--- src/verilog/lptg_pkg.sv ---
// Package of constants for the lab pulse timing generator
`default_nettype none
package lptg_pkg;
    // =========================================
    // Selector encodings
    // =========================================
    localparam logic [3:0] PER_RANGES = 4'h7;
    localparam logic [3:0] PER_EXT_LAUNCH = 4'h7;
    localparam logic [3:0] PER_MAN_LAUNCH = 4'h8;
    localparam logic [3:0] DLY_OFF = 4'h0;
    localparam logic [3:0] WID_SQUARE = 4'h7;
    // =========================================
    // Timing
    // =========================================
    localparam int CLK_MHZ = 125;
    localparam int FIXED_DELAY_NS = 20;
    // Least time: round up
    localparam int FIXED_DELAY_CYC = (FIXED_DELAY_NS * CLK_MHZ + 999) / 1000;
    localparam int BASE_CYC = 8;
    localparam int FINE_W = 8;
    localparam int CNT_W = 32;
    localparam logic [CNT_W-1:0] DEF_PER_HALF = 32'h0000_00fa;
    typedef enum logic [2:0] {
        LPTG_IDLE = 3'b000,
        LPTG_FIX = 3'b001,
        LPTG_DLY = 3'b010,
        LPTG_W1 = 3'b011,
        LPTG_GAP = 3'b100,
        LPTG_W2 = 3'b101
    } lptg_state_t;
endpackage
`default_nettype wire

--- src/verilog/lptg_scale.sv ---
// Range and fine adjust to cycle count scaler
`default_nettype none
module lptg_scale #(
    parameter int CNT_W = 32,
    parameter int FINE_W = 8
) (
    input wire logic mclk_i,
    input wire logic rst_i,
    input wire logic [3:0] range_i,
    input wire logic [FINE_W-1:0] fine_i,
    output logic [CNT_W-1:0] cycles_o
);
    // =========================================
    // Registered scaling
    // =========================================
    // Decade range times (fine+1), shifted right by FINE_W; larger fine gives longer time
    logic [CNT_W-1:0] decade;
    logic [CNT_W-1:0] prod;
    always_comb
    begin
        decade = CNT_W'(lptg_pkg::BASE_CYC);
        for (int i = 0; i < 7; i++)
        begin
            if (i < int'(range_i))
            begin
                decade = CNT_W'(decade * 10);
            end
        end
        prod = CNT_W'(decade * (CNT_W'(fine_i) + CNT_W'(1)) >> FINE_W);
        if (prod == '0)
        begin
            prod = CNT_W'(1);
        end
    end
    always_ff @(posedge mclk_i)
    begin
        if (rst_i)
            cycles_o <= CNT_W'(1);
        else
            cycles_o <= prod;
    end
endmodule // lptg_scale
`default_nettype wire

--- src/verilog/lptg_top.sv ---
// Timing and mode core of the lab pulse timing generator
// Notes on behaviour
// - External launch: idle until rising edge, one shot
// - Manual launch: button press gives one shot
// - Seven period ranges; fine clockwise lengthens period
// - Seven delay ranges; off gives minimum delay
// - Delay fine clockwise lengthens delay
// - Square setting gives half duty, ignores fine
// - Pair mode: second pulse after the larger of delay and width plus one
// - Invert swaps levels except sync
// - Inverted TTL is exact complement of TTL
// - Sync square, follows launch in launch modes
// - Launch on rising edge; low input stops pulses
// - Gated: pulses while gate high
// - Gated low: button gates pulses while pressed
// - Launch plus square: width follows launch signal
// - Fixed delay between sync and pulse
// - Launch, square, no input: static output
// - Default settings give half duty outputs
`default_nettype none
module lptg_top #(
    parameter int CNT_W = lptg_pkg::CNT_W,
    parameter int FINE_W = lptg_pkg::FINE_W
) (
    input wire logic mclk_i,
    input wire logic rst_i,
    input wire logic [3:0] period_sel_i,
    input wire logic [FINE_W-1:0] period_fine_adjust_i,
    input wire logic [3:0] delay_sel_i,
    input wire logic [FINE_W-1:0] delay_fine_adjust_i,
    input wire logic [3:0] width_sel_i,
    input wire logic [FINE_W-1:0] width_fine_adjust_i,
    input wire logic pulse_pair_select_i,
    input wire logic invert_select_i,
    input wire logic launch_gate_i,
    input wire logic manual_launch_button_i,
    output logic sync_o,
    output logic main_o,
    output logic ttl_o,
    output logic ttl_inv_o
);
    // =========================================
    // Mode decode
    // =========================================
    wire logic ext_launch = (period_sel_i == lptg_pkg::PER_EXT_LAUNCH);
    wire logic man_launch = (period_sel_i == lptg_pkg::PER_MAN_LAUNCH);
    wire logic launch_mode = ext_launch | man_launch;
    wire logic square_w = (width_sel_i == lptg_pkg::WID_SQUARE);
    wire logic ext_width = launch_mode & square_w;
    wire logic dly_off = (delay_sel_i == lptg_pkg::DLY_OFF);
    // Launch source: pin in external mode, button in manual mode
    wire logic launch_src = man_launch ? manual_launch_button_i : launch_gate_i;
    // Gate is high from pin, or button when pin held low
    wire logic gate_on = launch_gate_i | manual_launch_button_i;
    // =========================================
    // Range scaling
    // =========================================
    logic [CNT_W-1:0] per_half;
    logic [CNT_W-1:0] dly_cyc_raw;
    logic [CNT_W-1:0] wid_cyc;
    // Period ranges are the first seven selector codes
    wire logic [3:0] per_rng = launch_mode ? 4'h0 : period_sel_i;
    wire logic [3:0] dly_rng = dly_off ? 4'h0 : delay_sel_i - 4'h1;
    lptg_scale #(.CNT_W(CNT_W), .FINE_W(FINE_W)) u_per_scale (
        .mclk_i(mclk_i),
        .rst_i(rst_i),
        .range_i(per_rng),
        .fine_i(period_fine_adjust_i),
        .cycles_o(per_half)
    );
    // Delay uses the same scaler, a second instance
    lptg_scale #(.CNT_W(CNT_W), .FINE_W(FINE_W)) u_dly_scale (
        .mclk_i(mclk_i),
        .rst_i(rst_i),
        .range_i(dly_rng),
        .fine_i(delay_fine_adjust_i),
        .cycles_o(dly_cyc_raw)
    );
    lptg_scale #(.CNT_W(CNT_W), .FINE_W(FINE_W)) u_wid_scale (
        .mclk_i(mclk_i),
        .rst_i(rst_i),
        .range_i(width_sel_i),
        .fine_i(width_fine_adjust_i),
        .cycles_o(wid_cyc)
    );
    // Off position: minimum of one cycle
    wire logic [CNT_W-1:0] dly_cyc = dly_off ? CNT_W'(1) : dly_cyc_raw;
    // =========================================
    // Input edge detection
    // =========================================
    logic launch_d_r;
    logic gate_d_r;
    always_ff @(posedge mclk_i)
    begin
        if (rst_i)
        begin
            launch_d_r <= 1'b0;
            gate_d_r <= 1'b0;
        end
        else
        begin
            launch_d_r <= launch_src;
            gate_d_r <= gate_on;
        end
    end
    wire logic launch_rise = launch_src & ~launch_d_r;
    wire logic gate_rise = gate_on & ~gate_d_r;
    // =========================================
    // Period oscillator
    // =========================================
    // Stopped while gate low; restarts in step with gate rising edge
    logic [CNT_W-1:0] osc_cnt_r;
    logic [CNT_W-1:0] osc_cnt_nxt;
    logic osc_r;
    logic osc_nxt;
    wire logic osc_wrap = (osc_cnt_r >= per_half - CNT_W'(1));
    wire logic osc_run = ~launch_mode & gate_on;
    always_comb
    begin
        osc_cnt_nxt = osc_cnt_r;
        osc_nxt = osc_r;
        if (!osc_run)
        begin
            osc_cnt_nxt = '0;
            osc_nxt = 1'b0;
        end
        else if (gate_rise)
        begin
            osc_cnt_nxt = '0;
            osc_nxt = 1'b1;
        end
        else if (osc_wrap)
        begin
            // Fine clockwise raises per_half, so period grows
            osc_cnt_nxt = '0;
            osc_nxt = ~osc_r;
        end
        else
        begin
            osc_cnt_nxt = osc_cnt_r + CNT_W'(1);
        end
    end
    always_ff @(posedge mclk_i)
    begin
        if (rst_i)
        begin
            osc_cnt_r <= '0;
            osc_r <= 1'b0;
        end
        else
        begin
            osc_cnt_r <= osc_cnt_nxt;
            osc_r <= osc_nxt;
        end
    end
    wire logic osc_rise = osc_nxt & ~osc_r;
    // Cycle start pulse for the one-shot chain
    wire logic cyc_start = launch_mode ? launch_rise : (osc_rise & osc_run);
    // =========================================
    // Delay and width one-shot chain
    // =========================================
    // Fixed delay, then delay, then width; pair skips the delay and inserts a gap
    lptg_pkg::lptg_state_t st_r;
    lptg_pkg::lptg_state_t st_nxt;
    logic [CNT_W-1:0] tmr_r;
    logic [CNT_W-1:0] tmr_nxt;
    logic [CNT_W-1:0] gap_r;
    logic [CNT_W-1:0] gap_nxt;
    logic pulse_r;
    logic pulse_nxt;
    wire logic tmr_done = (tmr_r <= CNT_W'(1));
    // Gap after first pulse so second follows first by the larger of delay and width plus one
    wire logic [CNT_W-1:0] gap_len = (dly_cyc > wid_cyc) ? dly_cyc - wid_cyc : CNT_W'(1);
    always_comb
    begin
        st_nxt = st_r;
        tmr_nxt = tmr_done ? tmr_r : tmr_r - CNT_W'(1);
        gap_nxt = gap_r;
        pulse_nxt = 1'b0;
        case (st_r)
            lptg_pkg::LPTG_IDLE:
            begin
                if (cyc_start)
                begin
                    st_nxt = lptg_pkg::LPTG_FIX;
                    tmr_nxt = CNT_W'(lptg_pkg::FIXED_DELAY_CYC);
                    gap_nxt = gap_len;
                end
            end
            lptg_pkg::LPTG_FIX:
            begin
                if (tmr_done)
                begin
                    // Pair mode: delay sets spacing, not lead-in
                    st_nxt = pulse_pair_select_i ? lptg_pkg::LPTG_W1 : lptg_pkg::LPTG_DLY;
                    tmr_nxt = pulse_pair_select_i ? wid_cyc : dly_cyc;
                    pulse_nxt = pulse_pair_select_i;
                end
            end
            lptg_pkg::LPTG_DLY:
            begin
                if (tmr_done)
                begin
                    st_nxt = lptg_pkg::LPTG_W1;
                    tmr_nxt = wid_cyc;
                    pulse_nxt = 1'b1;
                end
            end
            lptg_pkg::LPTG_W1:
            begin
                // Width runs to the end even if gate drops
                pulse_nxt = ~tmr_done;
                if (tmr_done)
                begin
                    st_nxt = pulse_pair_select_i ? lptg_pkg::LPTG_GAP : lptg_pkg::LPTG_IDLE;
                    tmr_nxt = gap_r;
                end
            end
            lptg_pkg::LPTG_GAP:
            begin
                if (tmr_done)
                begin
                    st_nxt = lptg_pkg::LPTG_W2;
                    tmr_nxt = wid_cyc;
                    pulse_nxt = 1'b1;
                end
            end
            lptg_pkg::LPTG_W2:
            begin
                pulse_nxt = ~tmr_done;
                if (tmr_done)
                begin
                    st_nxt = lptg_pkg::LPTG_IDLE;
                end
            end
            default:
            begin
                st_nxt = lptg_pkg::LPTG_IDLE;
            end
        endcase
    end
    always_ff @(posedge mclk_i)
    begin
        if (rst_i)
        begin
            st_r <= lptg_pkg::LPTG_IDLE;
            tmr_r <= '0;
            gap_r <= '0;
            pulse_r <= 1'b0;
        end
        else
        begin
            st_r <= st_nxt;
            tmr_r <= tmr_nxt;
            gap_r <= gap_nxt;
            pulse_r <= pulse_nxt;
        end
    end
    // =========================================
    // Fixed delay line for square and external width paths
    // =========================================
    // Keeps the fixed lag on every path so edges line up
    localparam int FD = lptg_pkg::FIXED_DELAY_CYC;
    logic [FD-1:0] sq_dl_r;
    logic [FD-1:0] ew_dl_r;
    always_ff @(posedge mclk_i)
    begin
        if (rst_i)
        begin
            sq_dl_r <= '0;
            ew_dl_r <= '0;
        end
        else
        begin
            sq_dl_r <= {sq_dl_r[FD-2:0], osc_r};
            ew_dl_r <= {ew_dl_r[FD-2:0], launch_src};
        end
    end
    // =========================================
    // Output selection
    // =========================================
    // Square setting bypasses one-shots: half duty, fine ignored
    wire logic active_sq = ~launch_mode & square_w & sq_dl_r[FD-1];
    // External width copies launch level; idle input keeps it static
    wire logic active_ew = ext_width & ew_dl_r[FD-1];
    wire logic active_os = ~square_w & pulse_r;
    wire logic active = active_sq | active_ew | active_os;
    wire logic level = active ^ invert_select_i;
    // Sync follows launch input in launch modes, else oscillator
    wire logic sync_src = launch_mode ? launch_src : osc_r;
    always_ff @(posedge mclk_i)
    begin
        if (rst_i)
        begin
            sync_o <= 1'b0;
            main_o <= 1'b0;
            ttl_o <= 1'b0;
            ttl_inv_o <= 1'b1;
        end
        else
        begin
            sync_o <= sync_src; // (sync not inverted)
            main_o <= level;
            ttl_o <= level;
            ttl_inv_o <= ~level;
        end
    end
endmodule // lptg_top
`default_nettype wire
--- config.mk ---
export PLATFORM = sky130hd
export DESIGN_NAME = lptg_top
export DESIGN_NICKNAME = d
export VERILOG_FILES = /design/src/verilog/lptg_pkg.sv /design/src/verilog/lptg_scale.sv /design/src/verilog/lptg_top.sv
export SDC_FILE = /design/constraint.sdc
export NUM_CORES = 1
export LEC_CHECK = 0
export BUFFER_PORTS_ARGS = -buffer_cell sky130_fd_sc_hd__buf_2
export CAP_MARGIN = 20
export CORE_MARGIN = 5
export CORE_UTILIZATION = 46
export CTS_BUF_LIST = sky130_fd_sc_hd__clkbuf_8
export CTS_CLUSTER_SIZE = 25
export DETAILED_ROUTE_END_ITERATION = 6
export HOLD_SLACK_MARGIN = 0.03
export PLACE_DENSITY = 0.62
export REMOVE_ABC_BUFFERS = 1
export SETUP_SLACK_MARGIN = 0.3
export SYNTH_ARGS = -nofsm -noshare
export SYNTH_HDL_FRONTEND = slang
export SYNTH_SLANG_ARGS = --single-unit
--- constraint.sdc ---
create_clock -name mclk_i -period 15.2 [get_ports mclk_i]
set_input_delay 0.76 -clock mclk_i [delete_from_list [all_inputs] [get_ports mclk_i]]
set_output_delay 0.76 -clock mclk_i [all_outputs]
set_load 0.01 [all_outputs]
### Word-level counts from Yosys, hierarchy flattened

Cells that the tools add are included.
Widths: inputs -> output; s select.

* add/sub/neg operators: 8
* muxes and demuxes: 50
* shifts and indexed selects: 0
* reduce and logical (&&, ||, !) cells: 13
* multipliers: 21
* bitwise logic cells: 23
* $lt $le $gt $ge: 24
* divide/modulo/power cells: 0
* equal/unequal tests: 14

Operators by type and width (number)
* $mux 32: 26
* $mul 32x3->31 const B: 15
* $pmux 32 s4: 1
* $logic_not 32->1: 3
* $mul 32x32->32: 3
* $sub 32x1->32 const B: 2
* $lt 3x4->1 const A: 9
* $add 32x1->32 const B: 1
* $ge 32x32->1: 1
* $gt 32x32->1: 1
* $le 32x1->1 const B: 1
* $sub 32x32->32: 1
* $mul 7x3->10 const B: 3
* $add 8x1->9 const B: 3
* $lt 1x4->1 const A: 6
* $lt 2x4->1 const A: 6
* $mux 3: 7
* $mux 7: 3
* $pmux 3 s6: 1
* $ne 2x2->1 const B: 6
* $and 1x1->1: 10
* $reduce_or 2->1: 5
* $mux 1: 9
* $eq 4x3->1 const B: 2
* other kinds (15): 28

* output and inout bits: 4
* flip-flop bits (word level): 208
* RAM bits: 0
* bits in latches: 0
* bits of input ports: 42
* memories: 0
* logic and storage cells: 172
* bits in read-only memories: 0

### Longest topological paths before layout

* word-level depth: 20
* mapped depth: 64
* mapped depth without buffers: 63

### Modules after synthesis

From an unflattened synthesis, not the netlist that was laid out.

* cell total of the unflattened synthesis: 5517
* area, all modules: 43869.6 um^2

By module, submodules not included
* lptg_scale at u_wid_scale: area an instance 11852.6 um^2, cells an instance 1478, sequential area each 480.5 um^2, instances 1
* lptg_scale at u_per_scale: area an instance 11723.7 um^2, cells an instance 1466, sequential area each 480.5 um^2, instances 1
* lptg_scale at u_dly_scale: area an instance 11658.7 um^2, cells an instance 1441, sequential area each 480.5 um^2, instances 1
* lptg_top: area an instance 8634.5 um^2, cells an instance 1132, sequential area each 2222.1 um^2, instances 1

### Worst setup path after synthesis

Ideal clock, no wire load.

* path type: input-to-reg
* from: input period_sel_i[1]
* to: register u_per_scale.cycles_o[0]
* cell stages on the path: 55
* required time: 15113 ps
* arrival: 13222 ps
* path slack: 1891 ps
* cells stage by stage: and4b_1 > nor3_2 > ha_1 > o41ai_2 > ha_1 > ha_1 > a31o_2 > a21oi_1 > xor2_1 > o22ai_1 > ha_1 > ha_1 > a21oi_1 > o21ai_0 > a21o_1 > a211oi_1 > xnor2_1 > o21ai_0 > (+19 left out) > fa_1 > inv_1 > fa_1 > fa_1 > inv_1 > fa_1 > inv_1 > ha_1 > nor4_1 > o21ai_0 > a2111o_1 > o21ai_0 > mux2i_1 > a221oi_1 > xnor2_1 > xor2_1 > xor3_1 > o31ai_1

* word-level cells in the longest chain between the ends: 20

RTL lines
* start: declaration: line lptg_top.sv:27 `input wire logic [3:0] period_sel_i,`
* $eq 4x3->1 or $eq 4x4->1 (tied branches): line lptg_top.sv:45, lptg_top.sv:46
* $or 1x1->1: line lptg_top.sv:47 `wire logic launch_mode = ext_launch | man_launch;`
* $mux 4 *: line lptg_top.sv:62 `wire logic [3:0] per_rng = launch_mode ? 4'h0 : period_sel_i;`
* $lt 1x4->1: line lptg_scale.sv:24 `if (i < int'(range_i))`
* $mux 7: line lptg_scale.sv:24
* $mul 7x3->10: line lptg_scale.sv:26 `decade = CNT_W'(decade * 10);`
* $mux 32: line lptg_scale.sv:24
* $mul 32x3->31: line lptg_scale.sv:26
* (+4 left out)
* $mux 32: line lptg_scale.sv:24
* $mul 32x3->31: line lptg_scale.sv:26
* $mux 32: line lptg_scale.sv:24
* $mul 32x3->31: line lptg_scale.sv:26
* $mux 32 *: line lptg_scale.sv:24
* $mul 32x32->32 *: line lptg_scale.sv:29 `prod = CNT_W'(decade * (CNT_W'(fine_i) + CNT_W'(1)) >> FINE_W);`
* $logic_not 32->1: line lptg_scale.sv:30 `if (prod == '0)`
* $reduce_or 2->1 (no line)
* end signal: assignment: line lptg_scale.sv:40 `cycles_o <= prod;`
* end: declaration: line lptg_scale.sv:11 `output logic [CNT_W-1:0] cycles_o`

Every way passes the cells marked *; elsewhere a longest branch is shown, timed or not.
A chain may end at the register's enable or synchronous reset.

### Worst setup path in the final report

* from: input width_sel_i[3]
* to: register u_wid_scale.cycles_o[0]

* word-level cells in the longest chain between the ends: 17

RTL lines
* start: declaration: line lptg_top.sv:31 `input wire logic [3:0] width_sel_i,`
* $lt 1x4->1: line lptg_scale.sv:24
* $mux 7: line lptg_scale.sv:24
* $mul 7x3->10: line lptg_scale.sv:26
* $mux 32: line lptg_scale.sv:24
* $mul 32x3->31: line lptg_scale.sv:26
* $mux 32: line lptg_scale.sv:24
* $mul 32x3->31: line lptg_scale.sv:26
* $mux 32: line lptg_scale.sv:24
* $mul 32x3->31: line lptg_scale.sv:26
* $mux 32: line lptg_scale.sv:24
* $mul 32x3->31: line lptg_scale.sv:26
* $mux 32: line lptg_scale.sv:24
* $mul 32x3->31: line lptg_scale.sv:26
* $mux 32 *: line lptg_scale.sv:24
* $mul 32x32->32 *: line lptg_scale.sv:29
* $logic_not 32->1: line lptg_scale.sv:30
* $reduce_or 2->1 (no line)
* end signal: assignment: line lptg_scale.sv:40
* end: declaration: line lptg_scale.sv:11

Marks and branches as above.

==> results.sh <==
export IMPL_first_pass_iters=5
export IMPL_cts_buffers=17
export IMPL_finalWirelength_um=104200
export IMPL_synth_top_cell_area_share_pct=23.83
export IMPL_fin_crit_sh_pct=92.28
export IMPL_setup_viol=0
export IMPL_viasPerCell=5.509
export IMPL_skew_ns=0.03040
export IMPL_cp_required_ns=15.63
export IMPL_fin_crit_ns=14.03
export IMPL_fin_nets=6074
export IMPL_final_fill_count=8673
export IMPL_endpoint_kind="flop"
export IMPL_fmax_mhz=71.29
export IMPL_gr_total_overflow=0
export IMPL_cp_slowest_stage_delay_ns=0.55
export IMPL_die_w_um=307
export IMPL_dpl_cell_area_sq_um=42290
export IMPL_crit_top_cell="ha_1"
export IMPL_synthArstFlopShare_pct=0
export IMPL_grt_setup_unrepaired="true"
export IMPL_grt_antenna_before_repair=2
export IMPL_hold_path_class="reg -> reg"
export IMPL_ant_nets=0
export IMPL_die_y_um=307
export IMPL_cts_sinks=183
export IMPL_io_pins=46
export IMPL_first_global_vias=34810
export IMPL_syn_inst=5080
export IMPL_synth_commonest_cells="inv_1, nand2_1, nor2_1"
export IMPL_setup_tns_ns=0
export IMPL_slowest_stage="fa_1"
export IMPL_dpl_hpwl_um=84820
export IMPL_slew_headroom_pct=29.43
export IMPL_path_clk_slew_ns=0.14
export IMPL_yosysMostFrequentCell="inv_1"
export IMPL_clk_path_buf_depth=2
export IMPL_synth_cell_area_sq_um=40580
export IMPL_cts_root_buf="clkbuf_8"
export IMPL_core_sq_um=87970
export IMPL_grt_first_pass_wirelength_um=177300
export IMPL_vias=34400
export IMPL_post_drt_wl_per_cell_um=16.69
export IMPL_drc=0
export IMPL_dieArea_sq_um=94250
export IMPL_grt_start_max_net_pins=86
export IMPL_drt_iter0_markers=1909
export IMPL_insertion_delay_ns=0.52
export IMPL_ys_types=115
export IMPL_critical_path_startpoint_type="primary input"
export IMPL_avgSynthCellArea_sq_um=7.987
export IMPL_status="complete, no violations"
export IMPL_worst_pin_slew_ns=1.059
export IMPL_drive_gt1_share_pct=5.575
export IMPL_grtUsageTotal_pct=22.32
export IMPL_gp_congestion=0.9138
export IMPL_synth_ff_type="dfxtp_1"
export IMPL_ys_ff_latch=183
export IMPL_critPathMaxFanout=11
export IMPL_h_tree_depth=4
export IMPL_area_delta_synth_final_pct=5.516
export IMPL_crit_type="in -> reg"
export IMPL_synth_edf_count=0
export IMPL_std_cell_rows=109
export IMPL_cts_tree="yes"
export IMPL_hold_viol=0
export IMPL_synth_top_area_cell="fa_1"
export IMPL_drv_cap=0
export IMPL_port_buffers=45
export IMPL_fin_area_sq_um=42810
export IMPL_ys_warn_count=0
export IMPL_initial_core_util_pct=46.13
export IMPL_report_final_slew_viol_count=0
export IMPL_synthTopCellsByArea="fa_1, ha_1, dfxtp_1"
export IMPL_cp_arrival_ns=14.45
export IMPL_ys_seq_area_share_pct=9.029
-- routing by layer --
metal  vias to the layer above  share of wire, %  global-route usage, %
li1                      16820                 -                      -
met4                         0               1.3                  3.143
met5                         -                 0                      0
met1                     16790                47                  31.48
met3                        77               4.2                  2.094
met2                       712                47                  38.43
-- cell type report --
cell class | instances | area, sq um | share of cell area, %
diodes | 2 | 5.005 | 0.01169
clock buffers | 17 | 234.0 | 0.5465
clock inverters | 15 | 220.2 | 0.5143
inverters | 675 | 2537 | 5.927
multi-input cells | 4071 | 33930 | 79.25
flip-flops and latches | 183 | 3664 | 8.557
well taps | 1165 | 1458 | 3.405
repair buffers | 115 | 764.5 | 1.786
-- logic make-up (layout without fill, tap and decap cells) --
| logic type | Yosys count | after routing | synth area share (%) |
|---|---|---|---|
| buffers and inverters | 829 | 822 | 7.758 |
| AND/OR/NAND/NOR | 1779 | 1779 | 20.70 |
| adder cells (fa/ha/maj) | 971 | 971 | 38.87 |
| multiplexers | 46 | 46 | 1.215 |
| XOR/XNOR | 321 | 321 | 7.120 |
| flip-flops | 183 | 183 | 9.029 |
| AO/OA/AOI/OAI | 950 | 950 | 15.30 |
| other | 1 | 6 | 0.009242 |
-- metrics by stage --
| step | hold slack [ns] | utilization (%) | cells | worst slack (ns) |
|---|---|---|---|---|
| 3_5_place_dp | 0.4366 | 48.07 | 6207 | 0.5149 |
| 2_1_floorplan | 0.4138 | - | 4929 | 1.853 |
| 3_3_place_gp | 0.4161 | 48.04 | 6205 | 0.4849 |
| 6_report | 0.4551 | 48.67 | 6243 | 1.174 |
| 4_1_cts | 0.4599 | 48.59 | 6239 | 1.080 |
| 5_1_grt | 0.4710 | 48.67 | 6242 | 0.2958 |
-- state kept, by name, summed over array words and instances (netlist names), 3 cells and up --
| signal | cells |
|---|---|
| u_wid_scale.cycles_o | 24 |
| u_dly_scale.cycles_o | 24 |
| tmr_r | 32 |
| st_r | 3 |
| osc_cnt_r | 32 |
| u_per_scale.cycles_o | 24 |
| gap_r | 32 |
| ew_dl_r | 3 |
| sq_dl_r | 3 |
-- repair_timing --
action,in CTS,in global routing
resized for setup,0,12
hold buffers,0,0
setup endpoints to repair,0,4
buffers inserted,0,0
-- layout by cell type, fill, tap and decap left out, types with 118 or more instances in the layout --
cell type,instances
o21ai_0,169
dfxtp_1,183
xor2_1,118
fa_1,483
xnor2_1,188
nor2_1,493
a21oi_1,276
inv_1,662
ha_1,485
nand2_1,573
-- path summary, 6_finish.rpt --
kind	from	to	slack [ns]	cells after the start
setup reg to reg	u_per_scale.cycles_o[4]	gap_r[23]	9.37	21
hold / removal	ew_dl_r[1]	ew_dl_r[2]	0.46	1
hold reg to reg	ew_dl_r[1]	ew_dl_r[2]	0.46	1
setup / recovery	width_sel_i[3]	u_wid_scale.cycles_o[0]	1.17	58
-- worst max-delay path: cells and delay by family --
family,cells,cell delay [ns]
AOI/OAI and AO/OA,22,5.13
xor gates and xnor gates,6,1.14
and+or+nand+nor,8,1.04
adders and majority gates,15,5.66
buffers and inverters,7,0.73
Power is left out: the tool's default activity adds up to more than one toggle a clock period on the data nets, which glitch-free logic cannot reach.
